[src/hw/axm_pkg.sv]
// Package of constants and types for the auxiliary sensor bus master.
package axm_pkg;
    // Core clock period in picoseconds (200 MHz).
    localparam int unsigned AXM_CLK_PERIOD_PS = 5000;
    // Sensor bus half period of SCL, in nanoseconds.
    localparam int unsigned AXM_HALF_PERIOD_NS = 1250;
    // Cycles per quarter of an SCL period, rounded down, at least one.
    localparam int unsigned AXM_QTR_CYCLES =
        (AXM_HALF_PERIOD_NS * 1000 / AXM_CLK_PERIOD_PS) / 2 > 0 ?
        (AXM_HALF_PERIOD_NS * 1000 / AXM_CLK_PERIOD_PS) / 2 : 1;
    // Bytes per magnetometer axis and number of axes in a burst.
    localparam int unsigned AXM_BYTES_PER_AXIS = 2;
    localparam int unsigned AXM_AXES           = 3;
    // Default read burst length (X, Y and Z).
    localparam logic [7:0] AXM_BURST_LEN = 8'(AXM_BYTES_PER_AXIS * AXM_AXES);
    // Default FIFO shape.
    localparam int unsigned AXM_FIFO_DEPTH = 8;
    localparam int unsigned AXM_FIFO_WIDTH = 8;
    // Bus operating modes.
    typedef enum logic [0:0] {
        AXM_MODE_MASTER = 1'b0,
        AXM_MODE_PASS   = 1'b1
    } axm_mode_t;
    // Bit engine states.
    typedef enum logic [3:0] {
        AXM_ST_IDLE  = 4'h0,
        AXM_ST_START = 4'h1,
        AXM_ST_ADDR  = 4'h2,
        AXM_ST_AACK  = 4'h3,
        AXM_ST_REG   = 4'h4,
        AXM_ST_RACK  = 4'h5,
        AXM_ST_RSTRT = 4'h6,
        AXM_ST_RADDR = 4'h7,
        AXM_ST_RAACK = 4'h8,
        AXM_ST_READ  = 4'h9,
        AXM_ST_MACK  = 4'hA,
        AXM_ST_STOP  = 4'hB
    } axm_state_t;
endpackage

[src/hw/axm_stream_if.sv]
// Interface carrying a valid/ready byte stream between design modules.
`timescale 1ns/1ps
`default_nettype none
interface axm_stream_if #(parameter int unsigned WIDTH = 8);
    logic             valid;
    logic             ready;
    logic [WIDTH-1:0] data;
    modport src (output valid, output data, input ready);
    modport snk (input valid, input data, output ready);
endinterface
`default_nettype wire

[src/hw/axm_fifo.sv]
// Synchronous FIFO with valid and ready on both sides.
`timescale 1ns/1ps
`default_nettype none
module axm_fifo
    import axm_pkg::*;
#(
    parameter int unsigned WIDTH = AXM_FIFO_WIDTH,
    parameter int unsigned DEPTH = AXM_FIFO_DEPTH
) (
    // Clock and reset.
    input  wire logic i_clock,
    input  wire logic i_sys_rst,
    // Fill side.
    axm_stream_if.snk wr,
    // Drain side.
    axm_stream_if.src rd
);
    localparam int unsigned AW = $clog2(DEPTH);
    logic [WIDTH-1:0] mem [DEPTH];
    logic [AW-1:0]    wp_r, wp_nxt, rp_r, rp_nxt;
    logic [AW:0]      cnt_r, cnt_nxt;
    logic             push, pop;
    logic [WIDTH-1:0] head_word;

    // Handshakes: honest full and empty.
    assign wr.ready = (cnt_r != (AW+1)'(DEPTH));
    assign rd.valid = (cnt_r != '0);
    assign rd.data  = head_word;
    assign push     = wr.valid && wr.ready;
    assign pop      = rd.valid && rd.ready;

    // Pointer and count next values.
    always_comb begin
        wp_nxt  = push ? ((wp_r == AW'(DEPTH-1)) ? '0 : wp_r + 1'b1) : wp_r;
        rp_nxt  = pop ? ((rp_r == AW'(DEPTH-1)) ? '0 : rp_r + 1'b1) : rp_r;
        cnt_nxt = cnt_r + (AW+1)'(push) - (AW+1)'(pop);
    end

    // Pointer and count registers.
    always_ff @(posedge i_clock) begin
        if (i_sys_rst) begin
            wp_r  <= '0;
            rp_r  <= '0;
            cnt_r <= '0;
        end else begin
            wp_r  <= wp_nxt;
            rp_r  <= rp_nxt;
            cnt_r <= cnt_nxt;
        end
    end

    // Storage array; head word is presented from the read pointer.
    always_ff @(posedge i_clock) begin
        if (push) begin
            mem[wp_r] <= wr.data;
        end
    end
    always_comb head_word = mem[rp_r];
endmodule
`default_nettype wire

[src/hw/axm_aux_master.sv]
// Auxiliary sensor bus unit: read master with FIFO, or pass-through to host bus.
// How it works
// - Two modes only: internal read master, or pass-through joining host and sensor buses.
// - Pass-through disables the master and routes host bus lines onto sensor pins.
// - Master fetches sensor data itself once triggered; no host traffic per access.
// - Burst reads of X, Y, Z, two bytes each, supported by length setting.
// - SPI host link forces master mode; pass-through is never offered.
// - Master performs single-byte and multi-byte reads on the sensor bus.
// - Host side is only ever a slave; this unit never drives host clock.
`timescale 1ns/1ps
`default_nettype none
module axm_aux_master
    import axm_pkg::*;
#(
    parameter int unsigned QTR   = AXM_QTR_CYCLES,
    parameter int unsigned DEPTH = AXM_FIFO_DEPTH
) (
    // Clock and reset.
    input  wire logic       i_clock,
    input  wire logic       i_sys_rst,
    // Mode selection.
    input  wire logic       i_pass_req,
    input  wire logic       i_host_is_spi,
    // Read request from the on-chip processor.
    input  wire logic       i_rd_start,
    input  wire logic [6:0] i_rd_dev,
    input  wire logic [7:0] i_rd_reg,
    input  wire logic [7:0] i_rd_len,
    output logic            o_busy,
    output logic            o_nack,
    // Read data stream.
    output logic            o_data_valid,
    output logic [7:0]      o_data,
    input  wire logic       i_data_ready,
    // Host bus lines (slave side of the primary bus).
    input  wire logic       i_host_scl,
    input  wire logic       i_host_sda,
    output logic            o_host_sda_oe_n,
    // Sensor bus pins, open drain.
    input  wire logic       i_sensor_bus_clock_pin,
    output logic            o_sensor_bus_clock_pin,
    output logic            o_sensor_bus_clock_pin_oe_n,
    input  wire logic       i_sensor_bus_data_pin,
    output logic            o_sensor_bus_data_pin,
    output logic            o_sensor_bus_data_pin_oe_n
);
    axm_stream_if #(.WIDTH(8)) wr_s ();
    axm_stream_if #(.WIDTH(8)) rd_s ();

    axm_mode_t  mode_r, mode_nxt;
    axm_state_t st_r, st_nxt;
    logic [15:0] tick_r, tick_nxt;
    logic [1:0]  ph_r, ph_nxt;
    logic [2:0]  bit_r, bit_nxt;
    logic [7:0]  sh_r, sh_nxt;
    logic [7:0]  left_r, left_nxt;
    logic [6:0]  dev_r, dev_nxt;
    logic [7:0]  reg_r, reg_nxt;
    logic        scl_r, scl_nxt, sda_r, sda_nxt, nack_r, nack_nxt;
    logic        push, qend;

    // Mode may change only while the engine is idle; SPI host link forbids pass-through.
    always_comb begin
        mode_nxt = mode_r;
        if (st_r == AXM_ST_IDLE) begin
            mode_nxt = (i_pass_req && !i_host_is_spi) ? AXM_MODE_PASS : AXM_MODE_MASTER;
        end
    end
    always_ff @(posedge i_clock) begin
        if (i_sys_rst) begin
            mode_r <= AXM_MODE_MASTER;
        end else begin
            mode_r <= mode_nxt;
        end
    end

    // A bit is four quarter phases; a quarter ends when the tick counter expires.
    assign qend = (tick_r == 16'(QTR - 1));
    // Bytes enter the FIFO at the end of each read byte; a full FIFO stalls the clock.
    assign wr_s.valid = push;
    assign wr_s.data  = sh_r;

    // Bit engine next state.
    always_comb begin
        st_nxt   = st_r;
        tick_nxt = tick_r;
        ph_nxt   = ph_r;
        bit_nxt  = bit_r;
        sh_nxt   = sh_r;
        left_nxt = left_r;
        dev_nxt  = dev_r;
        reg_nxt  = reg_r;
        scl_nxt  = scl_r;
        sda_nxt  = sda_r;
        nack_nxt = nack_r;
        push     = 1'b0;
        if (st_r == AXM_ST_IDLE) begin
            tick_nxt = '0;
            ph_nxt   = '0;
            scl_nxt  = 1'b1;
            sda_nxt  = 1'b1;
            if (i_rd_start && mode_r == AXM_MODE_MASTER && i_rd_len != '0) begin
                st_nxt   = AXM_ST_START;
                dev_nxt  = i_rd_dev;
                reg_nxt  = i_rd_reg;
                left_nxt = i_rd_len;
                nack_nxt = 1'b0;
            end
        end else if (!(st_r == AXM_ST_MACK && ph_r == 2'd0 && !wr_s.ready && qend) &&
                     !(scl_r && !i_sensor_bus_clock_pin)) begin
            // A sensor that holds SCL low after we release it stretches the bit.
            tick_nxt = qend ? '0 : tick_r + 16'h0001;
            if (qend) begin
                ph_nxt = ph_r + 2'd1;
                // Clock shape: low in phases 0 and 1, high in 2 and 3, so SDA moves
                // only while SCL is low and is read in the middle of the high time.
                scl_nxt = (ph_r == 2'd1) || (ph_r == 2'd2);
                unique case (st_r)
                    AXM_ST_START, AXM_ST_RSTRT: begin
                        // A fresh start keeps SCL high from idle; SDA falls in phase 3.
                        if (ph_r == 2'd0 && st_r == AXM_ST_START) scl_nxt = 1'b1;
                        if (ph_r == 2'd0) sda_nxt = 1'b1;
                        if (ph_r == 2'd2) sda_nxt = 1'b0;
                        if (ph_r == 2'd3) begin
                            st_nxt  = (st_r == AXM_ST_START) ? AXM_ST_ADDR : AXM_ST_RADDR;
                            sh_nxt  = {dev_r, (st_r == AXM_ST_RSTRT)};
                            bit_nxt = 3'd7;
                        end
                    end
                    AXM_ST_ADDR, AXM_ST_REG, AXM_ST_RADDR: begin
                        if (ph_r == 2'd0) sda_nxt = sh_r[7];
                        if (ph_r == 2'd3) begin
                            sh_nxt  = {sh_r[6:0], 1'b0};
                            bit_nxt = bit_r - 3'd1;
                            if (bit_r == 3'd0) begin
                                st_nxt = (st_r == AXM_ST_ADDR) ? AXM_ST_AACK :
                                         (st_r == AXM_ST_REG) ? AXM_ST_RACK : AXM_ST_RAACK;
                            end
                        end
                    end
                    AXM_ST_AACK, AXM_ST_RACK, AXM_ST_RAACK: begin
                        if (ph_r == 2'd0) sda_nxt = 1'b1;
                        if (ph_r == 2'd2 && i_sensor_bus_data_pin) nack_nxt = 1'b1;
                        if (ph_r == 2'd3) begin
                            bit_nxt = 3'd7;
                            if (nack_r) begin
                                st_nxt = AXM_ST_STOP;
                            end else if (st_r == AXM_ST_AACK) begin
                                st_nxt = AXM_ST_REG;
                                sh_nxt = reg_r;
                            end else if (st_r == AXM_ST_RACK) begin
                                st_nxt = AXM_ST_RSTRT;
                            end else begin
                                st_nxt = AXM_ST_READ;
                            end
                        end
                    end
                    AXM_ST_READ: begin
                        if (ph_r == 2'd0) sda_nxt = 1'b1;
                        if (ph_r == 2'd2) sh_nxt = {sh_r[6:0], i_sensor_bus_data_pin};
                        if (ph_r == 2'd3) begin
                            bit_nxt = bit_r - 3'd1;
                            if (bit_r == 3'd0) begin
                                st_nxt   = AXM_ST_MACK;
                                left_nxt = left_r - 8'd1;
                            end
                        end
                    end
                    AXM_ST_MACK: begin
                        if (ph_r == 2'd0) begin
                            push    = 1'b1;
                            sda_nxt = (left_r == '0); // Last byte is not acknowledged.
                        end
                        if (ph_r == 2'd3) begin
                            bit_nxt = 3'd7;
                            st_nxt  = (left_r == '0) ? AXM_ST_STOP : AXM_ST_READ;
                        end
                    end
                    AXM_ST_STOP: begin
                        if (ph_r == 2'd0) sda_nxt = 1'b0;
                        if (ph_r == 2'd2) sda_nxt = 1'b1;
                        if (ph_r == 2'd3) begin
                            st_nxt  = AXM_ST_IDLE;
                            scl_nxt = 1'b1;
                        end
                    end
                    default: st_nxt = AXM_ST_IDLE;
                endcase
            end
        end
    end

    // Bit engine registers.
    always_ff @(posedge i_clock) begin
        if (i_sys_rst) begin
            st_r   <= AXM_ST_IDLE;
            tick_r <= '0;
            ph_r   <= '0;
            bit_r  <= '0;
            sh_r   <= '0;
            left_r <= '0;
            dev_r  <= '0;
            reg_r  <= '0;
            scl_r  <= 1'b1;
            sda_r  <= 1'b1;
            nack_r <= 1'b0;
        end else begin
            st_r   <= st_nxt;
            tick_r <= tick_nxt;
            ph_r   <= ph_nxt;
            bit_r  <= bit_nxt;
            sh_r   <= sh_nxt;
            left_r <= left_nxt;
            dev_r  <= dev_nxt;
            reg_r  <= reg_nxt;
            scl_r  <= scl_nxt;
            sda_r  <= sda_nxt;
            nack_r <= nack_nxt;
        end
    end

    // Pin steering: the switch joins host lines to sensor pins in pass-through.
    always_comb begin
        if (mode_r == AXM_MODE_PASS) begin
            o_sensor_bus_clock_pin_oe_n = i_host_scl;
            o_sensor_bus_data_pin_oe_n  = i_host_sda;
            o_host_sda_oe_n             = i_sensor_bus_data_pin;
        end else begin
            o_sensor_bus_clock_pin_oe_n = scl_r;
            o_sensor_bus_data_pin_oe_n  = sda_r;
            o_host_sda_oe_n             = 1'b1;
        end
    end
    // Open drain: only a low is ever driven; host clock is never driven.
    assign o_sensor_bus_clock_pin = 1'b0;
    assign o_sensor_bus_data_pin  = 1'b0;
    assign o_busy = (st_r != AXM_ST_IDLE);
    assign o_nack = nack_r;

    // Read data FIFO.
    axm_fifo #(.WIDTH(8), .DEPTH(DEPTH)) u_fifo (
        .i_clock   (i_clock),
        .i_sys_rst (i_sys_rst),
        .wr        (wr_s),
        .rd        (rd_s)
    );
    assign o_data_valid = rd_s.valid;
    assign o_data       = rd_s.data;
    assign rd_s.ready   = i_data_ready;
endmodule
`default_nettype wire

[config.mk]
export PLATFORM = sky130hd
export DESIGN_NAME = axm_aux_master
export DESIGN_NICKNAME = d
export VERILOG_FILES = /design/src/hw/axm_pkg.sv /design/src/hw/axm_stream_if.sv /design/src/hw/axm_fifo.sv /design/src/hw/axm_aux_master.sv
export SDC_FILE = /design/constraint.sdc
export NUM_CORES = 1
export LEC_CHECK = 0
export BUFFER_PORTS_ARGS = -buffer_cell sky130_fd_sc_hd__buf_2
export CORE_UTILIZATION = 54
export CTS_CLUSTER_SIZE = 14
export DETAILED_ROUTE_END_ITERATION = 7
export GPL_ROUTABILITY_DRIVEN = 1
export PLACE_DENSITY = 0.78
export SETUP_SLACK_MARGIN = 0.05
export SYNTH_ARGS = -nofsm -noshare
export SYNTH_HDL_FRONTEND = slang
export SYNTH_SLANG_ARGS = --single-unit
[constraint.sdc]
create_clock -name i_clock -period 2.9 [get_ports i_clock]
set_input_delay 0.435 -clock i_clock [delete_from_list [all_inputs] [get_ports i_clock]]
set_output_delay 0.435 -clock i_clock [all_outputs]
set_load 0.02 [all_outputs]
==> reports/metrics.csv, run 1 <==
metric,value,unit
status,finished with violations,
violated checks,DRC,
relative slew slack,28.0,%
die height,112,µm
f_max,0.373,GHz
"CTS clk-pin slew, worst paths",0.06,ns
M2 GR Usage,41.9,%
RSZ-0062 raised after global routing,false,
PortBufs,46,
GR Overflow Total,0,
Rows,39,
number of global-route vias before repair,4728,
TritonCTS Buffers,17,
setup TNS,0,ns
sequential share of the synthesized area,51.7,%
P&R area growth vs syn,15.1,%
"top cells by area, synth","edfxtp_1, dfxtp_1, mux4_2, ha_1, nor2_1",
worst skew pair latency,0.42,ns
DR iter-0 viols,371,
post-CTS sizing,0,
Yosys top cell by area,edfxtp_1,
worst min path class,input pin to flop,
met1 layer usage reported by global route,28.6,%
Die Width,112,µm
Pleak,2.63,nW
Comb power frac,33.0,%
cts hold-fix bufs,0,
Final Slew Violations,0,
final setup vio count,0,
fin cells,803,
first-pass GRT wire length,23200,µm
Post-DRT Antenna Nets,0,
Initial Util,56.4,%
Worst Skew,0.00758,ns
top-area cell type share of the netlist area,29.3,%
H-tree levels,4,
yosys warns,0,
share of layout cells above drive strength 1,20.5,%
diode count,0,
met3 Use GR,5.18,%
GR peak layer,met2,
DRT Pass-1 Iters,7,
vias per cell,6.05,
post-synthesis register bit count,137,
Mapped Area,0.00655,mm²
Worst setup EP type,flop,
final net count,701,
worst vdd ir,0.000441,V
DP Wirelength,9730,µm
Setup crit start kind,flop,
Cells after DPL,772,
Tcrit/Tclk final,92.4,%
Slew @ Worst Pin,1.07,ns
MaxCap Viol Count,0,
CP Data Required Time,3.18,ns
crit path max fanout,6,
mean routed wirelength per cell,17.7,µm
via count,4857,
CTS tree,yes,
GRT Overall Usage,23.9,%
syn avg cell area,11.0,µm²
Post-synth ARST share,0,%
NetSw,2.34,mW
synth unique cells,65,
most numerous cell in the Yosys netlist,dfxtp_1,
Post-synth top cells,"dfxtp_1, edfxtp_1, nor2_1, nand2_1, a21oi_1",
crit path DAT,2.96,ns
Post-synth top flop,dfxtp_1,
Post-CTS Repair Setup Buffers,0,
clock share of power,32.2,%
Worst path max stage delay,0.60,ns
Fin Hold WS,0.252,ns
initial antenna violation count,0,
final hold violation count,0,
CP Class,flop to flop,
clock sink total,137,
Cells after Synth,597,
Die Area,0.0126,mm²
critical path cell sequence,nor4_1 > nand4_1 > or4_1 > inv_1 > ha_1 > inv_1 > fa_1 > xor2_1 > nor2_1,
Post-synth EDFFs,64,
core area,0.0116,mm²
io pins,49,
Sequential Power Share,34.8,%
Most common cell on crit path,inv_1,
switching part of the total,35.1,%
WL final,14200,µm
clock root cell,clkbuf_16,
GPL Wtd Cong,0.872,
pwr dens,886,mW/mm²
largest net degree at the start of global routing,51,
Int Power,4.33,mW
Crit-path slowest cell,or4_1,
clk buf depth,2,
fin crit period,2.68,ns
DRC violations left,3,
## path summary, 6_finish.rpt
kind / startpoint / end / cells past startpoint / slack (ns)
setup reg to reg: tick_r[8] / u_fifo.cnt_r[2] / 9 / 0.22
setup / recovery: tick_r[8] / u_fifo.cnt_r[2] / 9 / 0.22
hold / removal: i_rd_reg[7] / reg_r[7] / 3 / 0.25
hold reg to reg: left_r[7] / left_r[7] / 2 / 0.48
## critical path: cells and delay by family, from the launching register on
kind / cells / cell delay [ns]
buffers and inverters: 2 / 0.22
flip-flops: 1 / 0.35
XOR/XNOR: 1 / 0.15
AND/OR/NAND/NOR: 4 / 1.27
adder cells (fa/ha/maj): 2 / 0.56
## per-stage QoR
stage / area (µm²) / power (mW) / utilization (%) / worst slack, ns
after floorplan: 6550 / 4.04 / - / 0.116
after global placement: 6950 / 4.47 / 59.8 / 0.328
after detailed placement: 6950 / 4.54 / 59.8 / 0.248
after CTS: 7540 / 6.71 / 64.9 / 0.239
after global routing: 7540 / 7.05 / 64.9 / 0.0658
final: 7540 / 6.68 / 64.9 / 0.220
## logic make-up (layout without fill, tap and decap cells)
logic type / count (synthesis) / after routing / synth area share, %
fa+ha+maj: 20 / 20 / 3.94
simple gates: 191 / 191 / 15.1
mux: 46 / 46 / 10.3
flops: 137 / 137 / 51.7
compound gates: 129 / 129 / 13.7
buf+inv: 65 / 127 / 4.20
xor+xnor: 8 / 8 / 1.07
other cells: 1 / 2 / 0.0573
## placed cells by master (no fill, tap or decap), types with 5 or more instances in the layout
master      n
nand4_1     9
a31oi_1     8
buf_2      46
a22oi_1     7
a211oi_1    9
dfxtp_1    73
a311oi_1    6
or3_1       8
nand2b_1    7
o211ai_1   10
nor2_1     55
o21ai_0    21
nand3_1    14
nand2_1    41
inv_1      30
mux2_2     10
a21oi_1    37
a21o_1      5
nor2b_1     7
ha_1       19
nor3_1     16
mux2i_1    20
clkbuf_16  17
edfxtp_1   64
mux4_2     16
nor4_1      9
buf_4      19
or4_1       8
## power groups by stage
stage          Clock (mW)  Sequential, mW  Combinational [mW]
6_report             2.15            2.32                2.20
5_1_grt              2.26            2.34                2.44
4_1_cts              2.19            2.32                2.20
3_5_place_dp            0            2.36                2.19
3_3_place_gp            0            2.35                2.12
2_1_floorplan           0            2.31                1.73
## layout make-up
type / instances / area (µm²)
inverter: 31 / 116
sequential: 137 / 3380
fill: 903 / 4080
multi-input combinational: 396 / 2900
clock buffer: 17 / 425
clock inverter: 14 / 165
tap: 143 / 179
timing repair buffer: 65 / 373
## layer usage
layer,share of wire [%],vias up
met1,40,2321
met3,5.3,24
met4,2.0,0
met2,52,155
met5,0,-
li1,-,2357
## sequential cells by signal, summed over array words and instances, names as in the netlist, 3 cells and up, named ones only
register      cells
st_r              4
bit_r             3
reg_r             8
u_fifo.rp_r       3
dev_r             7
u_fifo.wp_r       3
left_r            8
u_fifo.mem       64
u_fifo.cnt_r      4
sh_r              8
tick_r           16
Power figures use the tool's default switching activity.
==> run 2: changes to the inputs <==
--- a/config.mk
+++ b/config.mk
@@ -5,12 +5,13 @@
 export SDC_FILE = /design/constraint.sdc
 export NUM_CORES = 1
 export LEC_CHECK = 0
+export ABC_AREA = 1
 export BUFFER_PORTS_ARGS = -buffer_cell sky130_fd_sc_hd__buf_2
-export CORE_UTILIZATION = 54
+export CORE_UTILIZATION = 55
 export CTS_CLUSTER_SIZE = 14
 export DETAILED_ROUTE_END_ITERATION = 7
 export GPL_ROUTABILITY_DRIVEN = 1
-export PLACE_DENSITY = 0.78
+export PLACE_DENSITY = 0.79
 export SETUP_SLACK_MARGIN = 0.05
 export SYNTH_ARGS = -nofsm -noshare
 export SYNTH_HDL_FRONTEND = slang
==> constraint.sdc (replaced) <==
create_clock -name i_clock -period 2.9 [get_ports i_clock]
set_input_delay 0.58 -clock i_clock [delete_from_list [all_inputs] [get_ports i_clock]]
set_output_delay 0.58 -clock i_clock [all_outputs]
set_load 0.01 [all_outputs]
==> run 2 against run 1 <==
The flow now finishes without violations; largest cell class unchanged; via count is 18% higher; hold slack better by 0.092 ns; synthesized cell count is 44% higher; count of clock-buffer cells in the layout is 2 higher; clock skew hardly changed; design area is 4.9% higher.
==> reports/metrics.csv, run 2 <==
metric,value,unit
Sequential Power Share,35.1,%
fin crit period,2.60,ns
WL final,14700,µm
DRT Pass-1 Iters,5,
clock root cell,clkbuf_16,
Post-synth ARST share,0,%
via count,5729,
yosys warns,0,
number of flip-flops in the largest register,64,
cts hold-fix bufs,0,
TritonCTS Buffers,17,
GRT Overall Usage,24.6,%
CTS tree,yes,
crit path DAT,2.02,ns
setup TNS,0,ns
Setup crit start kind,flop,
io pins,49,
relative slew slack,42.5,%
Initial Util,56.8,%
sequential share of the synthesized area,49.1,%
top-area cell type share of the netlist area,27.9,%
pwr dens,850,mW/mm²
Post-synth EDFFs,64,
number of global-route vias before repair,5335,
final hold violation count,0,
Reg2Reg Depth,7,
register area,0.00338,mm²
clock sink total,137,
Post-synth top cells,"nand2_1, nor2_1, inv_1, o21ai_0, dfxtp_1",
Post-synth top flop,dfxtp_1,
share of layout cells above drive strength 1,14.3,%
DRC violations left,0,
M2 GR Usage,39.6,%
f_max,0.385,GHz
Worst R2R Start,st_r[0],
syn avg cell area,8.01,µm²
Post-CTS Repair Setup Buffers,0,
mean routed wirelength per cell,13.5,µm
hold endpoint,mode_r,
initial antenna violation count,0,
core area,0.0121,mm²
# fillers,1037,
"setup slack, reg-to-reg",0.67,ns
Final Total Pwr,6.72,mW
CP Class,flop to output port,
Slew @ Worst Pin,0.862,ns
most numerous cell in the Yosys netlist,nand2_1,
hold path cells,2,
crit path max fanout,16,
Mapped Area,0.00688,mm²
worst vdd ir,0.000611,V
worst skew pair latency,0.42,ns
switching part of the total,36.4,%
Post-DRT Antenna Nets,0,
Int Power,4.28,mW
met3 Use GR,6.22,%
first-pass GRT wire length,24900,µm
final net count,967,
most frequent cells in the layout,"nand2_1, nor2_1, inv_1, o21ai_0, dfxtp_1",
area occupied by multi-input gates,0.00299,mm²
Final Slew Violations,0,
Worst Skew,0.00789,ns
vias per cell,5.23,
"commonest non-fill, non-tap cell in the layout",nand2_1,
Tcrit/Tclk final,89.6,%
synth unique cells,44,
RSZ-0062 raised after global routing,false,
Pleak,3.28,nW
worst min path class,input pin to flop,
largest net degree at the start of global routing,33,
MaxCap Viol Count,0,
diode count,0,
status,finished clean,
Worst setup EP type,output port,
"top cells by area, synth","edfxtp_1, dfxtp_1, nand2_1, nor2_1, o21ai_0",
Rows,40,
Die Area,0.0130,mm²
clk buf depth,2,
Cells after Synth,859,
die height,114,µm
Biggest register,u_fifo.mem,
HP Start,i_host_is_spi,
DP Wirelength,10400,µm
clock share of power,32.1,%
PortBufs,46,
"CTS clk-pin slew, worst paths",0.06,ns
post-CTS sizing,0,
biggest regs,"u_fifo.mem (64), tick_r (16)",
R2R Path End,dev_r[4],
GPL Wtd Cong,0.965,
Yosys top cell by area,edfxtp_1,
P&R area growth vs syn,14.9,%
met1 layer usage reported by global route,32.7,%
Comb power frac,32.8,%
DR iter-0 viols,400,
post-synthesis register bit count,137,
GR peak layer,met2,
Die Width,114,µm
final setup vio count,0,
CP Data Required Time,2.32,ns
NetSw,2.45,mW
GR Overflow Total,0,
H-tree levels,4,
## run 2: cell types whose count changed after synthesis, moves of 8 or more
cell      change
or3_1         -8
nand3_1      +21
mux2i_1      -20
nor4_1        -9
inv_1        +67
o22ai_1       +8
nor2_1       +96
o21ai_0      +59
nand2_1     +121
mux4_2       -16
mux2_2       -10
or4_1         -8
o211ai_1      -9
## run 2: final cells by class
type	instances	share of cell area [%]
timing repair buffer	59	4.14
clock buffer	19	5.73
inverter	106	5.09
clock inverter	13	1.79
tap	168	2.66
sequential	137	42.8
multi-input combinational	593	37.8
## run 2: critical path, cell delays in order (launching register included)
cell,delay [ns]
dfxtp_1,0.41
inv_1,0.40
o21ai_0,0.19
o22ai_1,0.18
nor2_1,0.07
a31oi_1,0.19
buf_2,0.16
## run 2: layer usage
metal	wire [µm]	vias to the layer above	share of wire, %
met1	6710	2568	45
met2	6810	206	46
met3	1050	17	7.1
li1	-	2938	-
met4	181	0	1.2
met5	0	-	0
## run 2: how the worst max path moves through the flow
stage,slack [ns],cells past startpoint,start,end
2_1_floorplan,0.69,10,tick_r[0],u_fifo.mem[0][0]
3_3_place_gp,0.70,7,st_r[0],reg_r[6]
3_5_place_dp,0.66,7,st_r[0],dev_r[4]
4_1_cts,0.33,6,flop,o_data[7]
5_1_grt,0.11,6,flop,o_data[7]
6_report,0.30,6,flop,o_data[7]
## run 2: through the flow
stage	cells	area [µm²]	worst slack, ns	hold WS [ns]	utilization (%)
after floorplan	860	6890	0.693	0.424	-
after global placement	1063	7320	0.703	0.432	60.4
after detailed placement	1063	7320	0.663	0.435	60.4
after CTS	1095	7910	0.333	0.337	65.3
after global routing	1095	7910	0.112	0.346	65.3
final	1095	7910	0.300	0.344	65.3
## run 2: logic make-up after synthesis
| group | share of synthesized area, % |
|---|---|
| compound gates | 12.3 |
| xor+xnor | 0.763 |
| fa+ha+maj | 3.74 |
| buf+inv | 7.45 |
| flops | 49.1 |
| other cells | 0.0545 |
| simple gates | 26.5 |
## run 2: power by group through the flow
stage | clock network [mW] | logic (mW) | registers [mW]
global placement | 0 | 2.15 | 2.39
CTS | 2.17 | 2.20 | 2.36
finish | 2.16 | 2.20 | 2.36
floorplan | 0 | 1.73 | 2.34
global route | 2.27 | 2.51 | 2.39
detailed placement | 0 | 2.18 | 2.39
